File: src/rtl/pmc_pkg.sv
// Package for the power management control block
package pmc_pkg;

	localparam logic [7:0]  PMC_CTRL_ADDR     = 8'h84;
	localparam logic [7:0]  PMC_PROBE_ADDR    = 8'h64;
	localparam logic [31:0] PMC_PROBE_VALUE   = 32'h87654321;

	localparam int          PMC_STATE_LSB     = 12;
	localparam int          PMC_PHYRST_BIT    = 10;
	localparam int          PMC_WOLEN_BIT     = 9;
	localparam int          PMC_EDEN_BIT      = 8;
	localparam int          PMC_TYPE_BIT      = 6;
	localparam int          PMC_CAUSE_LSB     = 4;
	localparam int          PMC_PULSE_BIT     = 3;
	localparam int          PMC_POL_BIT       = 2;
	localparam int          PMC_PINEN_BIT     = 1;
	localparam int          PMC_READY_BIT     = 0;

	localparam logic [1:0]  PMC_CAUSE_NONE    = 2'h0;
	localparam logic [1:0]  PMC_CAUSE_ENERGY  = 2'h1;
	localparam logic [1:0]  PMC_CAUSE_FRAME   = 2'h2;

	localparam int          PMC_CLK_HZ        = 25000000;
	localparam int          PMC_PHYRST_US     = 100;
	localparam int          PMC_PULSE_MS      = 50;
	localparam int          PMC_READY_CYC     = 16;
	localparam int          PMC_PHYRST_CYC    = (PMC_CLK_HZ / 1000000) * PMC_PHYRST_US;
	localparam int          PMC_PULSE_CYC     = (PMC_CLK_HZ / 1000) * PMC_PULSE_MS;

	typedef enum logic [1:0] {
		PMC_FULL_POWER   = 2'b00,
		PMC_WAKE_DETECT  = 2'b01,
		PMC_ENERGY_SENSE = 2'b10,
		PMC_RESERVED     = 2'b11
	} pmc_state_t;

	typedef struct packed {
		logic        wr;
		logic        rd;
		logic [7:0]  addr;
		logic [31:0] wdata;
	} pmc_req_t;

	typedef struct packed {
		logic out;
		logic oe;
	} pmc_pin_t;

endpackage : pmc_pkg

File: src/rtl/pmc_timer.sv
// Load-and-count-down timer with a busy level
`timescale 1ns/1ps
`default_nettype none
module pmc_timer
	import pmc_pkg::*;
#(
	parameter int WIDTH = 24
) (
	// Clock and reset
	input  wire logic             sys_clk,
	input  wire logic             nrst,
	// Control
	input  wire logic             start,
	input  wire logic             abort,
	input  wire logic [WIDTH-1:0] loadValue,
	// Status
	output logic                  busy
);
	logic [WIDTH-1:0] count_ff;

	always_ff @(posedge sys_clk or negedge nrst) begin
		if (!nrst) begin
			count_ff <= '0;
		end else if (abort) begin
			count_ff <= '0;
		end else if (start) begin
			count_ff <= loadValue;
		end else if (count_ff != '0) begin
			count_ff <= count_ff - 1'b1;
		end
	end

	assign busy = (count_ff != '0);
endmodule : pmc_timer
`default_nettype wire

File: src/rtl/pmc_power_ctrl.sv
// Power management control register, wake logic and power-event pin
// How it works
// [RULE_01] Power state bits 13-12: 00 full, 01 wake detect, 10 energy sense, 11 reserved.
// [RULE_02] Power state resets to 00 and self-clears back to 00 on wake.
// [RULE_03] In reduced power, any write to the endian probe register wakes the device.
// [RULE_04] Host writes only the probe register while the alive flag is clear.
// [RULE_05] After reset or wake, writes are ignored until one read is seen.
// [RULE_06] Writing 1 to bit 10 resets transceiver at least 100us, then self-clears.
// [RULE_07] Writes to the transceiver reset bit are ignored while it reads high.
// [RULE_08] Frame wake event with bit 9 and pin enable drives the pin per pulse select.
// [RULE_09] Frame wake event with bit 9 set raises the interrupt regardless of pin enable.
// [RULE_10] Energy event with bit 8 and pin enable drives the pin per pulse select.
// [RULE_11] Energy event with bit 8 set raises the interrupt regardless of pin enable.
// [RULE_12] Bit 6 clear gives open-drain pin, set gives push-pull; resets to 0.
// [RULE_13] Open-drain pin ignores polarity and is always active low.
// [RULE_14] Wake cause bits 5-4: 00 none, 01 energy, 10 frame, 11 multiple.
// [RULE_15] Wake cause bits clear by writing 1, only when full power and alive.
// [RULE_16] A wake cause bit clears only if its event source is also clear.
// [RULE_17] Bit 3 selects pulsed or static power-event output.
// [RULE_18] The control register stays readable in every power-saving state.
// [RULE_19] Pulse mode asserts 50ms per event; static holds until cause or enable clears. The code pulses only when a cause bit newly sets.
// [RULE_20] Bit 2 makes push-pull output active high when set, low when clear.
// [RULE_21] Pin enable bit 1 gates only the pin, never the interrupt.
// [RULE_22] Alive flag bit 0 sets once the device has stabilised after reset or wake.
// [RULE_23] Transceiver reset hold is timed by an internal counter on the system clock.
// [RULE_24] Interrupt is OR of enabled sources, held until the cause bit clears.
`timescale 1ns/1ps
`default_nettype none
module pmc_power_ctrl
	import pmc_pkg::*;
(
	// Clock and reset
	input  wire logic        sys_clk,
	input  wire logic        nrst,
	// Register port
	input  wire logic [7:0]  regAddr,
	input  wire logic [31:0] regWdata,
	input  wire logic        regWr,
	input  wire logic        regRd,
	output logic      [31:0] regRdata,
	// Wake event sources, level while pending
	input  wire logic        wakeFrameEvent,
	input  wire logic        energyEvent,
	// Power-event pin and interrupt
	output logic             powerEventOut,
	output logic             powerEventOe,
	output logic             powerEventIrq,
	// Transceiver reset and state
	output logic             transceiverReset,
	output logic [1:0]       powerState
);
	pmc_req_t   req;
	pmc_pin_t   pin;
	pmc_state_t state_ff;
	logic [1:0] cause_ff;
	logic       wolEn_ff;
	logic       edEn_ff;
	logic       drvType_ff;
	logic       pulseSel_ff;
	logic       pol_ff;
	logic       pinEn_ff;
	logic       ready_ff;
	logic       readSeen_ff;
	logic [4:0] readyCnt_ff;
	logic [23:0] pulseCnt_ff;
	logic       phyRstLoad;
	logic       phyBusy;
	logic       active;
	logic       nxt_pinActive;
	logic       nxt_irq;
	logic       wrEnable;
	logic       ctrlWr;
	logic       probeWr;
	logic       lowPower;
	logic       wake;
	logic       frameHit;
	logic       energyHit;
	logic [1:0] clrMask;
	logic [31:0] nxt_rdata;

	assign req = '{wr: regWr, rd: regRd, addr: regAddr, wdata: regWdata};
	assign lowPower  = (state_ff != PMC_FULL_POWER);
	assign wrEnable  = req.wr && readSeen_ff;                              // RULE_05
	// Other addresses are dropped while not alive, protecting against stray writes
	assign ctrlWr    = wrEnable && ready_ff && (req.addr == PMC_CTRL_ADDR); // RULE_04
	assign probeWr   = wrEnable && (req.addr == PMC_PROBE_ADDR);
	assign wake      = lowPower && probeWr;                                 // RULE_03
	assign frameHit  = wakeFrameEvent && wolEn_ff;
	assign energyHit = energyEvent && edEn_ff;

	// Transceiver reset timer
	assign phyRstLoad = ctrlWr && req.wdata[PMC_PHYRST_BIT] && !phyBusy;   // RULE_07
	pmc_timer #(
		.WIDTH     (24)
	) u_phy_timer (
		.sys_clk   (sys_clk),
		.nrst      (nrst),
		.start     (phyRstLoad),
		.abort     (1'b0),
		.loadValue (24'(PMC_PHYRST_CYC)),                                 // RULE_23
		.busy      (phyBusy)
	);

	// Power state
	always_ff @(posedge sys_clk or negedge nrst) begin
		if (!nrst) begin
			state_ff <= PMC_FULL_POWER;                                    // RULE_02
		end else if (wake) begin
			state_ff <= PMC_FULL_POWER;                                    // RULE_02
		end else if (ctrlWr) begin
			// Reserved encoding is not accepted so the state stays legal
			unique case (req.wdata[PMC_STATE_LSB +: 2])
				2'b00:   state_ff <= PMC_FULL_POWER;                      // RULE_01
				2'b01:   state_ff <= PMC_WAKE_DETECT;                     // RULE_01
				2'b10:   state_ff <= PMC_ENERGY_SENSE;                    // RULE_01
				default: state_ff <= state_ff;
			endcase
		end
	end

	// Write gate: one read after reset or wake arms the write path
	always_ff @(posedge sys_clk or negedge nrst) begin
		if (!nrst) begin
			readSeen_ff <= 1'b0;
		end else if (wake) begin
			readSeen_ff <= 1'b0;                                           // RULE_05
		end else if (req.rd) begin
			readSeen_ff <= 1'b1;                                           // RULE_05
		end
	end

	// Alive flag after a short settle time
	always_ff @(posedge sys_clk or negedge nrst) begin
		if (!nrst) begin
			readyCnt_ff <= '0;
			ready_ff    <= 1'b0;
		end else if (wake || (ctrlWr && req.wdata[PMC_STATE_LSB +: 2] != 2'b00
				&& req.wdata[PMC_STATE_LSB +: 2] != 2'b11)) begin
			readyCnt_ff <= '0;
			ready_ff    <= 1'b0;
		end else if (!lowPower && !ready_ff) begin
			if (readyCnt_ff == 5'(PMC_READY_CYC - 1)) begin
				ready_ff <= 1'b1;                                          // RULE_22
			end else begin
				readyCnt_ff <= readyCnt_ff + 5'h01;
			end
		end
	end

	// Configuration bits
	always_ff @(posedge sys_clk or negedge nrst) begin
		if (!nrst) begin
			wolEn_ff    <= 1'b0;
			edEn_ff     <= 1'b0;
			drvType_ff  <= 1'b0;                                           // RULE_12
			pulseSel_ff <= 1'b0;
			pol_ff      <= 1'b0;
			pinEn_ff    <= 1'b0;
		end else if (ctrlWr) begin
			wolEn_ff    <= req.wdata[PMC_WOLEN_BIT];
			edEn_ff     <= req.wdata[PMC_EDEN_BIT];
			drvType_ff  <= req.wdata[PMC_TYPE_BIT];
			pulseSel_ff <= req.wdata[PMC_PULSE_BIT];                       // RULE_17
			pol_ff      <= req.wdata[PMC_POL_BIT];
			pinEn_ff    <= req.wdata[PMC_PINEN_BIT];
		end
	end

	// Wake cause: event set wins over a clear in the same cycle
	assign clrMask = (ctrlWr && !lowPower && ready_ff)
		? req.wdata[PMC_CAUSE_LSB +: 2] : 2'b00;                          // RULE_15
	always_ff @(posedge sys_clk or negedge nrst) begin
		if (!nrst) begin
			cause_ff <= PMC_CAUSE_NONE;
		end else begin
			// Energy bit 0, frame bit 1; both set reads as multiple
			cause_ff[0] <= energyHit || (cause_ff[0] && !(clrMask[0] && !energyEvent)); // RULE_14 RULE_16
			cause_ff[1] <= frameHit || (cause_ff[1] && !(clrMask[1] && !wakeFrameEvent)); // RULE_14 RULE_16
		end
	end

	// Pulse timer: restarts whenever a wake cause bit newly sets, so each such set gets a full pulse
	logic [1:0] causeDly_ff;
	always_ff @(posedge sys_clk or negedge nrst) begin
		if (!nrst) begin
			causeDly_ff <= 2'b00;
			pulseCnt_ff <= '0;
		end else begin
			causeDly_ff <= cause_ff;
			if (|(cause_ff & ~causeDly_ff)) begin
				pulseCnt_ff <= 24'(PMC_PULSE_CYC);                        // RULE_19
			end else if (pulseCnt_ff != '0) begin
				pulseCnt_ff <= pulseCnt_ff - 24'h000001;
			end
		end
	end

	always_comb begin
		active  = (cause_ff[1] && wolEn_ff) || (cause_ff[0] && edEn_ff);   // RULE_24
		nxt_irq = active;                                                  // RULE_09 RULE_11 RULE_21
		if (!pinEn_ff) begin
			nxt_pinActive = 1'b0;                                          // RULE_21
		end else if (pulseSel_ff) begin
			nxt_pinActive = active && (pulseCnt_ff != '0);                // RULE_19
		end else begin
			nxt_pinActive = active;                                        // RULE_08 RULE_10
		end
		if (!drvType_ff) begin
			pin.out = 1'b0;                                                // RULE_13
			pin.oe  = nxt_pinActive;                                       // RULE_12
		end else begin
			pin.out = pol_ff ? nxt_pinActive : !nxt_pinActive;            // RULE_20
			pin.oe  = 1'b1;                                                // RULE_12
		end
	end

	// Output registers
	always_ff @(posedge sys_clk or negedge nrst) begin
		if (!nrst) begin
			powerEventOut    <= 1'b0;
			powerEventOe     <= 1'b0;
			powerEventIrq    <= 1'b0;
			transceiverReset <= 1'b0;
			powerState       <= PMC_FULL_POWER;
		end else begin
			powerEventOut    <= pin.out;
			powerEventOe     <= pin.oe;
			powerEventIrq    <= nxt_irq;
			transceiverReset <= phyBusy || phyRstLoad;                     // RULE_06
			powerState       <= state_ff;
		end
	end

	// Read data, valid the cycle after the strobe
	always_comb begin
		nxt_rdata = 32'h00000000;
		if (req.addr == PMC_CTRL_ADDR) begin
			nxt_rdata[PMC_STATE_LSB +: 2] = state_ff;                     // RULE_18
			nxt_rdata[PMC_PHYRST_BIT]     = phyBusy;                       // RULE_06
			nxt_rdata[PMC_WOLEN_BIT]      = wolEn_ff;
			nxt_rdata[PMC_EDEN_BIT]       = edEn_ff;
			nxt_rdata[PMC_TYPE_BIT]       = drvType_ff;
			nxt_rdata[PMC_CAUSE_LSB +: 2] = cause_ff;
			nxt_rdata[PMC_PULSE_BIT]      = pulseSel_ff;
			nxt_rdata[PMC_POL_BIT]        = pol_ff;
			nxt_rdata[PMC_PINEN_BIT]      = pinEn_ff;
			nxt_rdata[PMC_READY_BIT]      = ready_ff;
		end else if (req.addr == PMC_PROBE_ADDR) begin
			nxt_rdata = PMC_PROBE_VALUE;
		end
	end

	always_ff @(posedge sys_clk or negedge nrst) begin
		if (!nrst) begin
			regRdata <= 32'h00000000;
		end else if (req.rd) begin
			regRdata <= nxt_rdata;
		end else begin
			regRdata <= 32'h00000000;
		end
	end
endmodule : pmc_power_ctrl
`default_nettype wire

File: config.mk
export PLATFORM = sky130hd
export DESIGN_NAME = pmc_power_ctrl
export DESIGN_NICKNAME = d
export VERILOG_FILES = /design/src/rtl/pmc_pkg.sv /design/src/rtl/pmc_timer.sv /design/src/rtl/pmc_power_ctrl.sv
export SDC_FILE = /design/constraint.sdc
export NUM_CORES = 1
export LEC_CHECK = 0
export ABC_CLOCK_PERIOD_IN_PS = 2100
export BUFFER_PORTS_ARGS = -buffer_cell sky130_fd_sc_hd__buf_2
export CAP_MARGIN = 10
export CORE_MARGIN = 2
export CORE_UTILIZATION = 50
export CTS_CLUSTER_DIAMETER = 150
export DETAILED_ROUTE_END_ITERATION = 6
export PLACE_DENSITY = 0.87
export SYNTH_ARGS = -nofsm -noshare
export SYNTH_HDL_FRONTEND = slang
export SYNTH_SLANG_ARGS = --single-unit
File: constraint.sdc
create_clock -name sys_clk -period 2.1 [get_ports sys_clk]
set_input_delay 0.21 -clock sys_clk [delete_from_list [all_inputs] [get_ports sys_clk]]
set_output_delay 0.21 -clock sys_clk [all_outputs]
set_load 0.01 [all_outputs]
==> results of run 1 <==
==> cell usage after synthesis (10+ instances only) <==
cell type / count / share of area, %
a21oi_1: 14 / 1.7
and2_1: 10 / 1.5
buf_4: 19 / 3.4
dfrtp_1: 86 / 51
ha_1: 10 / 3.0
inv_1: 14 / 1.2
nand2_1: 32 / 2.9
nand4_1: 10 / 1.5
nor2_1: 38 / 3.4
nor3_1: 12 / 1.4
nor4_1: 10 / 1.5
or4_1: 11 / 2.0
xnor2_1: 23 / 4.8
xor2_1: 14 / 2.9
==> sequential cells by signal, indices dropped and copies added (netlist names), 2 cells and up <==
name                  cells
powerState                2
readyCnt_ff               5
state_ff                  2
regRdata                 13
pulseCnt_ff              24
cause_ff                  2
u_phy_timer.count_ff     24
causeDly_ff               2
==> cell families after synthesis <==
group | share of synthesized area [%]
simple gates | 24.9
xor+xnor | 7.71
buf+inv | 5.86
other cells | 0.0892
fa+ha+maj | 2.98
compound gates | 5.42
flops | 51.2
mux | 1.84
==> area by class of cell <==
class	instances	area, µm²	share of cell area [%]
Inverter	14	52.6	1.05
Multi-Input combinational cell	280	1910	38.1
Timing Repair Buffer	87	547	10.9
Sequential cell	86	2150	42.9
Clock inverter	3	67.6	1.35
Clock buffer	12	155	3.09
Tap cell	105	131	2.62
==> per-layer routing <==
metal	wire length (µm)	share of wire [%]
met1	3840	42
met2	4630	51
met3	441	4.9
met4	177	1.9
met5	0	0
==> worst max-delay path: stages, from the launching register on <==
cell and delay (ps):
dfrtp_1 390, or4_4 580, or4_4 600, nand4_1 160
xor2_1 160, nand2_1 80
==> report_power, final <==
group	switching [W]	leakage (nW)	total (W)	internal, W
logic	0.000743	1.15	0.00139	0.000644
clock network	0.000558	0.109	0.00129	0.000729
registers	0.000345	1.06	0.00232	0.00197
total	0.00165	2.32	0.00499	0.00335
==> per-stage QoR <==
step	hold WS, ps	setup WS [ps]	setup TNS (ps)
6_report	99.0	0.326	0
5_1_grt	85.8	-120	-187
4_1_cts	86.7	12.7	0
3_5_place_dp	218	-59.6	-117
3_3_place_gp	210	33.4	0
2_1_floorplan	-85.6	22.0	0
==> worst paths after layout <==
| kind | endpoint | slack (ps) |
|---|---|---|
| worst max-delay path | pulseCnt_ff[17]$_DFFE_PN0P_ | 0.3 |
| worst min-delay path | pol_ff$_DFFE_PN0N_ | 100 |
| worst max register to register | pulseCnt_ff[17]$_DFFE_PN0P_ | 0.3 |
| worst min register to register | causeDly_ff[0]$_DFF_PN0_ | 460 |
| max in group asynchronous | pulseCnt_ff[4]$_DFFE_PN0P_ | 1160 |
| min in group asynchronous | pulseCnt_ff[2]$_DFFE_PN0P_ | 380 |
==> timing repair <==
item / in CTS / in global routing
hold buffers: 1 / 0
setup buffers: 0 / 2
pin swaps: 0 / 3
hold endpoints to repair: 37 / 0
setup endpoints to repair: 11 / 30
gates resized for setup: 2 / 17
==> tab_implementation.tex, run 1 <==
\begin{tabular}{lr}
\hline
Metric & Value \\
\hline
\multicolumn{2}{l}{\textbf{Critical path}} \\
Endpoint type of the worst setup path & flip-flop \\
Worst flop-to-flop path startpoint & pulseCnt\_ff[16]\$\_DFFE\_PN0P\_ \\
Arrival time at the worst endpoint & 2320 ps \\
CP Class & flip-flop to flip-flop \\
Cell count of the worst reg-to-reg path & 5 \\
Required arrival time at the worst endpoint & 2320 ps \\
Crit Path Max Fanout & 5 \\
Setup crit start & pulseCnt\_ff[16]\$\_DFFE\_PN0P\_ \\
Launching element type of the critical path & flip-flop \\
\multicolumn{2}{l}{\textbf{Placement}} \\
Buffers on Ports & 51 \\
Area after detailed placement & 4700 µm² \\
Cell count after placement & 569 \\
Sum of net half-perimeters after detailed placement & 6.50 mm \\
Placer's final routability congestion estimate & 0.844 \\
\multicolumn{2}{l}{\textbf{Synth}} \\
Count of flip-flops with a built-in enable after synthesis & 0 \\
Syn avg cell area & 10.6 µm² \\
Fraction of registers with async set or reset after synthesis & 100\% \\
Yosys warnings & 0 \\
Gate Count Post-Synth & 398 \\
Sequential share of the synthesized area & 51.2\% \\
Flip-flop and latch count after synthesis & 86 \\
Synth Flop Type & dfrtp\_1 \\
Synthesized cell area & 4210 µm² \\
Number of distinct library cells after synthesis & 55 \\
\multicolumn{2}{l}{\textbf{Finish}} \\
Filler cell count in the final layout & 631 \\
Layout area overhead & 19.3\% \\
Count of non-filler cells in the finished layout & 587 \\
Most common cell after layout, fill and taps aside & dfrtp\_1 \\
Share of the core filled with cells & 61.4\% \\
Layout cells sized above 1 & 28.0\% \\
Number of diodes & 0 \\
Final net count & 534 \\
Final Instance Area & 5020 µm² \\
Commonest cells after routing, fill and taps aside & dfrtp\_1 (86), buf\_2 (50), nor2\_1 (36) \\
\multicolumn{2}{l}{\textbf{Timing}} \\
Post-layout min period & 2100 ps \\
Setup repair after global routing missed its margin & true \\
Maximum clock skew at final layout & 7.73 ps \\
Fin. max-slew vios & 0 \\
Tightest slew margin relative to the limit & 67.4\% \\
Timing-limited maximum frequency & 476 MHz \\
Fraction of the cycle the final worst path needs & 100\% \\
Final Hold Fails & 0 \\
Transition at the pin with the smallest max-transition slack & 477 ps \\
\# setup viols final & 0 \\
\multicolumn{2}{l}{\textbf{Min path}} \\
Worst hold path startpoint & regWdata[2] \\
Path category of the worst min-delay check & input pin to flip-flop \\
Number of cells traversed by the worst hold path & 2 \\
\multicolumn{2}{l}{\textbf{Die}} \\
Area of the placeable core & 8180 µm² \\
Number of I/O pins & 84 \\
Die extent in x & 95.7 µm \\
Number of rows in the core area & 33 \\
Die H & 95.7 µm \\
Initial Util & 51.4\% \\
Total Die Area & 9160 µm² \\
\multicolumn{2}{l}{\textbf{Global routing}} \\
Sum of overflow across all layers after global routing & 0 \\
Pin count of the biggest net entering global routing & 41 \\
Gr busiest metal & met2 \\
Met2 usage & 36.1\% \\
Grt met1 use & 28.9\% \\
Total global-route track usage & 21.9\% \\
Met3 track demand over resource & 4.46\% \\
Initial antenna violation count & 0 \\
Wire length of the first global-routing pass & 15.2 mm \\
Via count of the first global-routing pass & 3215 \\
\multicolumn{2}{l}{\textbf{Power}} \\
Power density relative to cell area & 995 nW/µm² \\
Total power draw & 0.00499 W \\
Leakage Power & 2.32 nW \\
Peak supply drop & 0.606 mV \\
\multicolumn{2}{l}{\textbf{Route}} \\
Detailed-route wire length per cell & 15.5 µm \\
Via count normalized by instance count & 5.49 \\
Vias after detailed routing & 3221 \\
Drt initial violations & 161 \\
Drt drc & 0 \\
Drt pass-1 iters & 5 \\
Number of antenna-violating nets in the routed design & 0 \\
Routed wire length & 9.09 mm \\
\multicolumn{2}{l}{\textbf{CTS}} \\
Clock latency on the worst-skew pair & 350 ps \\
Clock-pin slew of the registers on the worst-case setup and hold paths & 80 ps \\
CTS buffer count & 9 \\
CTS Buffer Depth & 2 \\
CTS tree & done \\
Sink Count & 86 \\
Htree depth & 3 \\
Clk Tree Root Cell & clkbuf\_8 \\
\multicolumn{2}{l}{\textbf{Run status}} \\
Run status & finished, final reports clean \\
\multicolumn{2}{l}{\textbf{Flow run}} \\
Max-capacitance violation count & 0 \\
\hline
\end{tabular}
Note: power is estimated with default switching activity, not from simulation.
==> inputs of run 2 (changes only) <==
- SYNTH_HIERARCHICAL: unset -> 1
==> run 2 against run 1 <==
  * The flow now finishes with violations (negative setup slack)
  * Die area grew 6.0%
  * Sequential power grew 3%
  * First-iteration DRC count grew 42%
  * Clock-buffer cell count shrank 3
  * Fmax shrank 11%
  * Sequential share of layout area shrank 4.9 points
  * Combinational power grew 110%
  * Routed wire length grew 24%
  * Total power grew 32%
  * Non-clock buffer count grew 26
  * Flip-flop and latch count is the same
  * Clock power shrank 6%
  * Critical path type unchanged
  * Critical endpoint is now u_phy_timer/count_ff[1]$_DFFE_PN0P_
  * Largest power group is now combinational cells
==> tab_implementation.tex, run 2 <==
\begin{tabular}{lr}
\hline
Metric & Value \\
\hline
\multicolumn{2}{l}{\textbf{Run status}} \\
Run status & complete, but fails checks \\
Violations in the final reports & negative setup slack \\
\multicolumn{2}{l}{\textbf{Die}} \\
Total Die Area & 9710 µm² \\
Die extent in x & 98.5 µm \\
Area of the placeable core & 8680 µm² \\
Initial Util & 51.5\% \\
Number of I/O pins & 84 \\
Number of rows in the core area & 34 \\
Die H & 98.5 µm \\
\multicolumn{2}{l}{\textbf{Flow run}} \\
Max-capacitance violation count & 0 \\
\multicolumn{2}{l}{\textbf{Finish}} \\
Layout cells sized above 1 & 31.5\% \\
Final net count & 625 \\
Most common cell after layout, fill and taps aside & dfrtp\_1 \\
Commonest cells after routing, fill and taps aside & dfrtp\_1 (81), buf\_4 (58), buf\_2 (50) \\
Share of the core filled with cells & 65.4\% \\
Filler cell count in the final layout & 652 \\
Registers with the most flip-flops & pulseCnt\_ff: 24 flops, u\_phy\_timer/count\_ff: 24 flops, regRdata: 13 flops \\
Layout area overhead & 26.9\% \\
Number of diodes & 0 \\
\multicolumn{2}{l}{\textbf{Timing}} \\
Post-layout min period & 2370 ps \\
Tightest slew margin relative to the limit & 54.7\% \\
Fin. max-slew vios & 0 \\
Maximum clock skew at final layout & 11.6 ps \\
Fin worst setup slack & -272 ps \\
Transition at the pin with the smallest max-transition slack & 679 ps \\
Setup TNS & -5260 ps \\
Fraction of the cycle the final worst path needs & 113\% \\
\# setup viols final & 24 \\
Setup repair after global routing missed its margin & true \\
Timing-limited maximum frequency & 422 MHz \\
Final Hold Fails & 0 \\
Post-route worst hold slack & 61.1 ps \\
\multicolumn{2}{l}{\textbf{Route}} \\
Number of antenna-violating nets in the routed design & 0 \\
Drt pass-1 iters & 5 \\
Via count normalized by instance count & 5.51 \\
Vias after detailed routing & 3758 \\
Detailed-route wire length per cell & 16.5 µm \\
Drt initial violations & 229 \\
Routed wire length & 11.3 mm \\
Drt drc & 0 \\
\multicolumn{2}{l}{\textbf{Synth}} \\
Sequential share of the synthesized area & 48.2\% \\
Synthesized cell area & 4470 µm² \\
Most frequent cells after synthesis & dfrtp\_1 (86), nand2\_1 (40), nor2\_1 (39) \\
Synth Flop Type & dfrtp\_1 \\
Flip-flop and latch count after synthesis & 86 \\
Library cell with the highest instance count after synthesis & dfrtp\_1 \\
Gate Count Post-Synth & 441 \\
Fraction of registers with async set or reset after synthesis & 100\% \\
Number of distinct library cells after synthesis & 61 \\
Main area contributors after synthesis & dfrtp\_1 (48\%), xnor2\_1 (4.3\%), nand2\_1 (3.4\%) \\
Share of the synthesized area in the top cell type & 48.2\% \\
Yosys warnings & 6 \\
Count of flip-flops with a built-in enable after synthesis & 0 \\
Syn avg cell area & 10.1 µm² \\
Synth area leader & dfrtp\_1 \\
\multicolumn{2}{l}{\textbf{Power}} \\
Leakage Power & 2.62 nW \\
Total power draw & 0.00657 W \\
Power density relative to cell area & 1160 nW/µm² \\
Peak supply drop & 0.688 mV \\
\multicolumn{2}{l}{\textbf{CTS}} \\
Clock latency on the worst-skew pair & 360 ps \\
Clock-pin slew of the registers on the worst-case setup and hold paths & 90 ps \\
CTS tree & done \\
Sink Count & 86 \\
Clk Tree Root Cell & clkbuf\_8 \\
CTS Buffer Depth & 2 \\
CTS buffer count & 9 \\
Htree depth & 3 \\
\multicolumn{2}{l}{\textbf{Placement}} \\
Sum of net half-perimeters after detailed placement & 7.69 mm \\
Placer's final routability congestion estimate & 0.892 \\
Worst slack after detailed placement & -223 ps \\
Buffers on Ports & 51 \\
\multicolumn{2}{l}{\textbf{Critical path}} \\
CP Class & flip-flop to flip-flop \\
Required arrival time at the worst endpoint & 2350 ps \\
Launching element type of the critical path & flip-flop \\
Worst reg2reg setup slack & -270 ps \\
Arrival time at the worst endpoint & 2620 ps \\
Crit Path Max Fanout & 7 \\
Endpoint type of the worst setup path & flip-flop \\
\multicolumn{2}{l}{\textbf{Global routing}} \\
Pin count of the biggest net entering global routing & 33 \\
Gr busiest metal & met2 \\
Sum of overflow across all layers after global routing & 0 \\
Wire length of the first global-routing pass & 18.5 mm \\
Grt met1 use & 28.8\% \\
Total global-route track usage & 23.7\% \\
Met3 track demand over resource & 3.05\% \\
Via count of the first global-routing pass & 3963 \\
Met2 usage & 42.2\% \\
Initial antenna violation count & 0 \\
\multicolumn{2}{l}{\textbf{Min path}} \\
Path category of the worst min-delay check & input pin to flip-flop \\
\hline
\end{tabular}
==> run 2: path summary, 6_finish.rpt <==
kind,startpoint,to,depth (start not counted)
max,u_phy_timer/count_ff[12]$_DFFE_PN0P_,u_phy_timer/count_ff[1]$_DFFE_PN0P_,7
min,regWdata[3],pulseSel_ff$_DFFE_PN0P_,3
max reg2reg,u_phy_timer/count_ff[12]$_DFFE_PN0P_,u_phy_timer/count_ff[1]$_DFFE_PN0P_,7
min reg2reg,state_ff[1]$_DFFE_PN0P_,powerState[1]$_DFF_PN0_,0
max in group asynchronous,nrst,pulseCnt_ff[5]$_DFFE_PN0P_,3
min in group asynchronous,nrst,powerEventOe$_DFF_PN0_,2
==> run 2: logic make-up after synthesis <==
kind of cell             count (synthesis)  share of synthesized area [%]
AO/OA/AOI/OAI                           69                           10.5
XOR/XNOR                                39                           7.64
adder cells (fa/ha/maj)                 10                           2.80
buffers and inverters                   45                           5.68
flip-flops                              86                           48.2
multiplexers                             9                           2.16
other                                    2                          0.168
AND/OR/NAND/NOR                        181                           22.9
==> run 2: through the flow <==
step / instances / area (µm²)
after CTS: 679 / 5530
after global placement: 659 / 5280
final: 682 / 5670
after detailed placement: 659 / 5280
after global routing: 682 / 5670
after floorplan: 478 / 4670
==> run 2: layer usage <==
layer / up-vias / share of wire (%)
met1: 1835 / 40
met2: 141 / 53
li1: 1752 / -
met5: - / 0
met4: 0 / 2.9
met3: 30 / 4.4
==> run 2: report_power, final <==
group          total [W]  switching (W)  internal (W)
logic            0.00298        0.00145       0.00152
registers        0.00239       0.000392       0.00199
clock network    0.00121       0.000640      0.000569
total            0.00657        0.00249       0.00409
==> run 2: timing repair <==
item,CTS,global route
setup endpoints to repair,26,40
hold buffers,1,0
gates resized for setup,5,29
setup buffers,3,3
pin swaps,2,10
endpoints found under the hold margin,29,0
==> run 2: critical path: stages, from the launching register on <==
cell and delay (ps):
dfrtp_1 390, or4_4 540, or3_4 370, or3_4 370, nor2_4 170, buf_12 150, nor2_4 40, a22o_1 230
==> run 2: final cells by class <==
cell class	instances	area, µm²	share of cell area [%]
tap	108	135	2.38
clock inverter	7	81.3	1.43
clock buffer	9	124	2.18
sequential	86	2160	38.0
inverter	12	45.0	0.794
timing repair buffer	113	767	13.5
multi-input combinational	347	2360	41.6
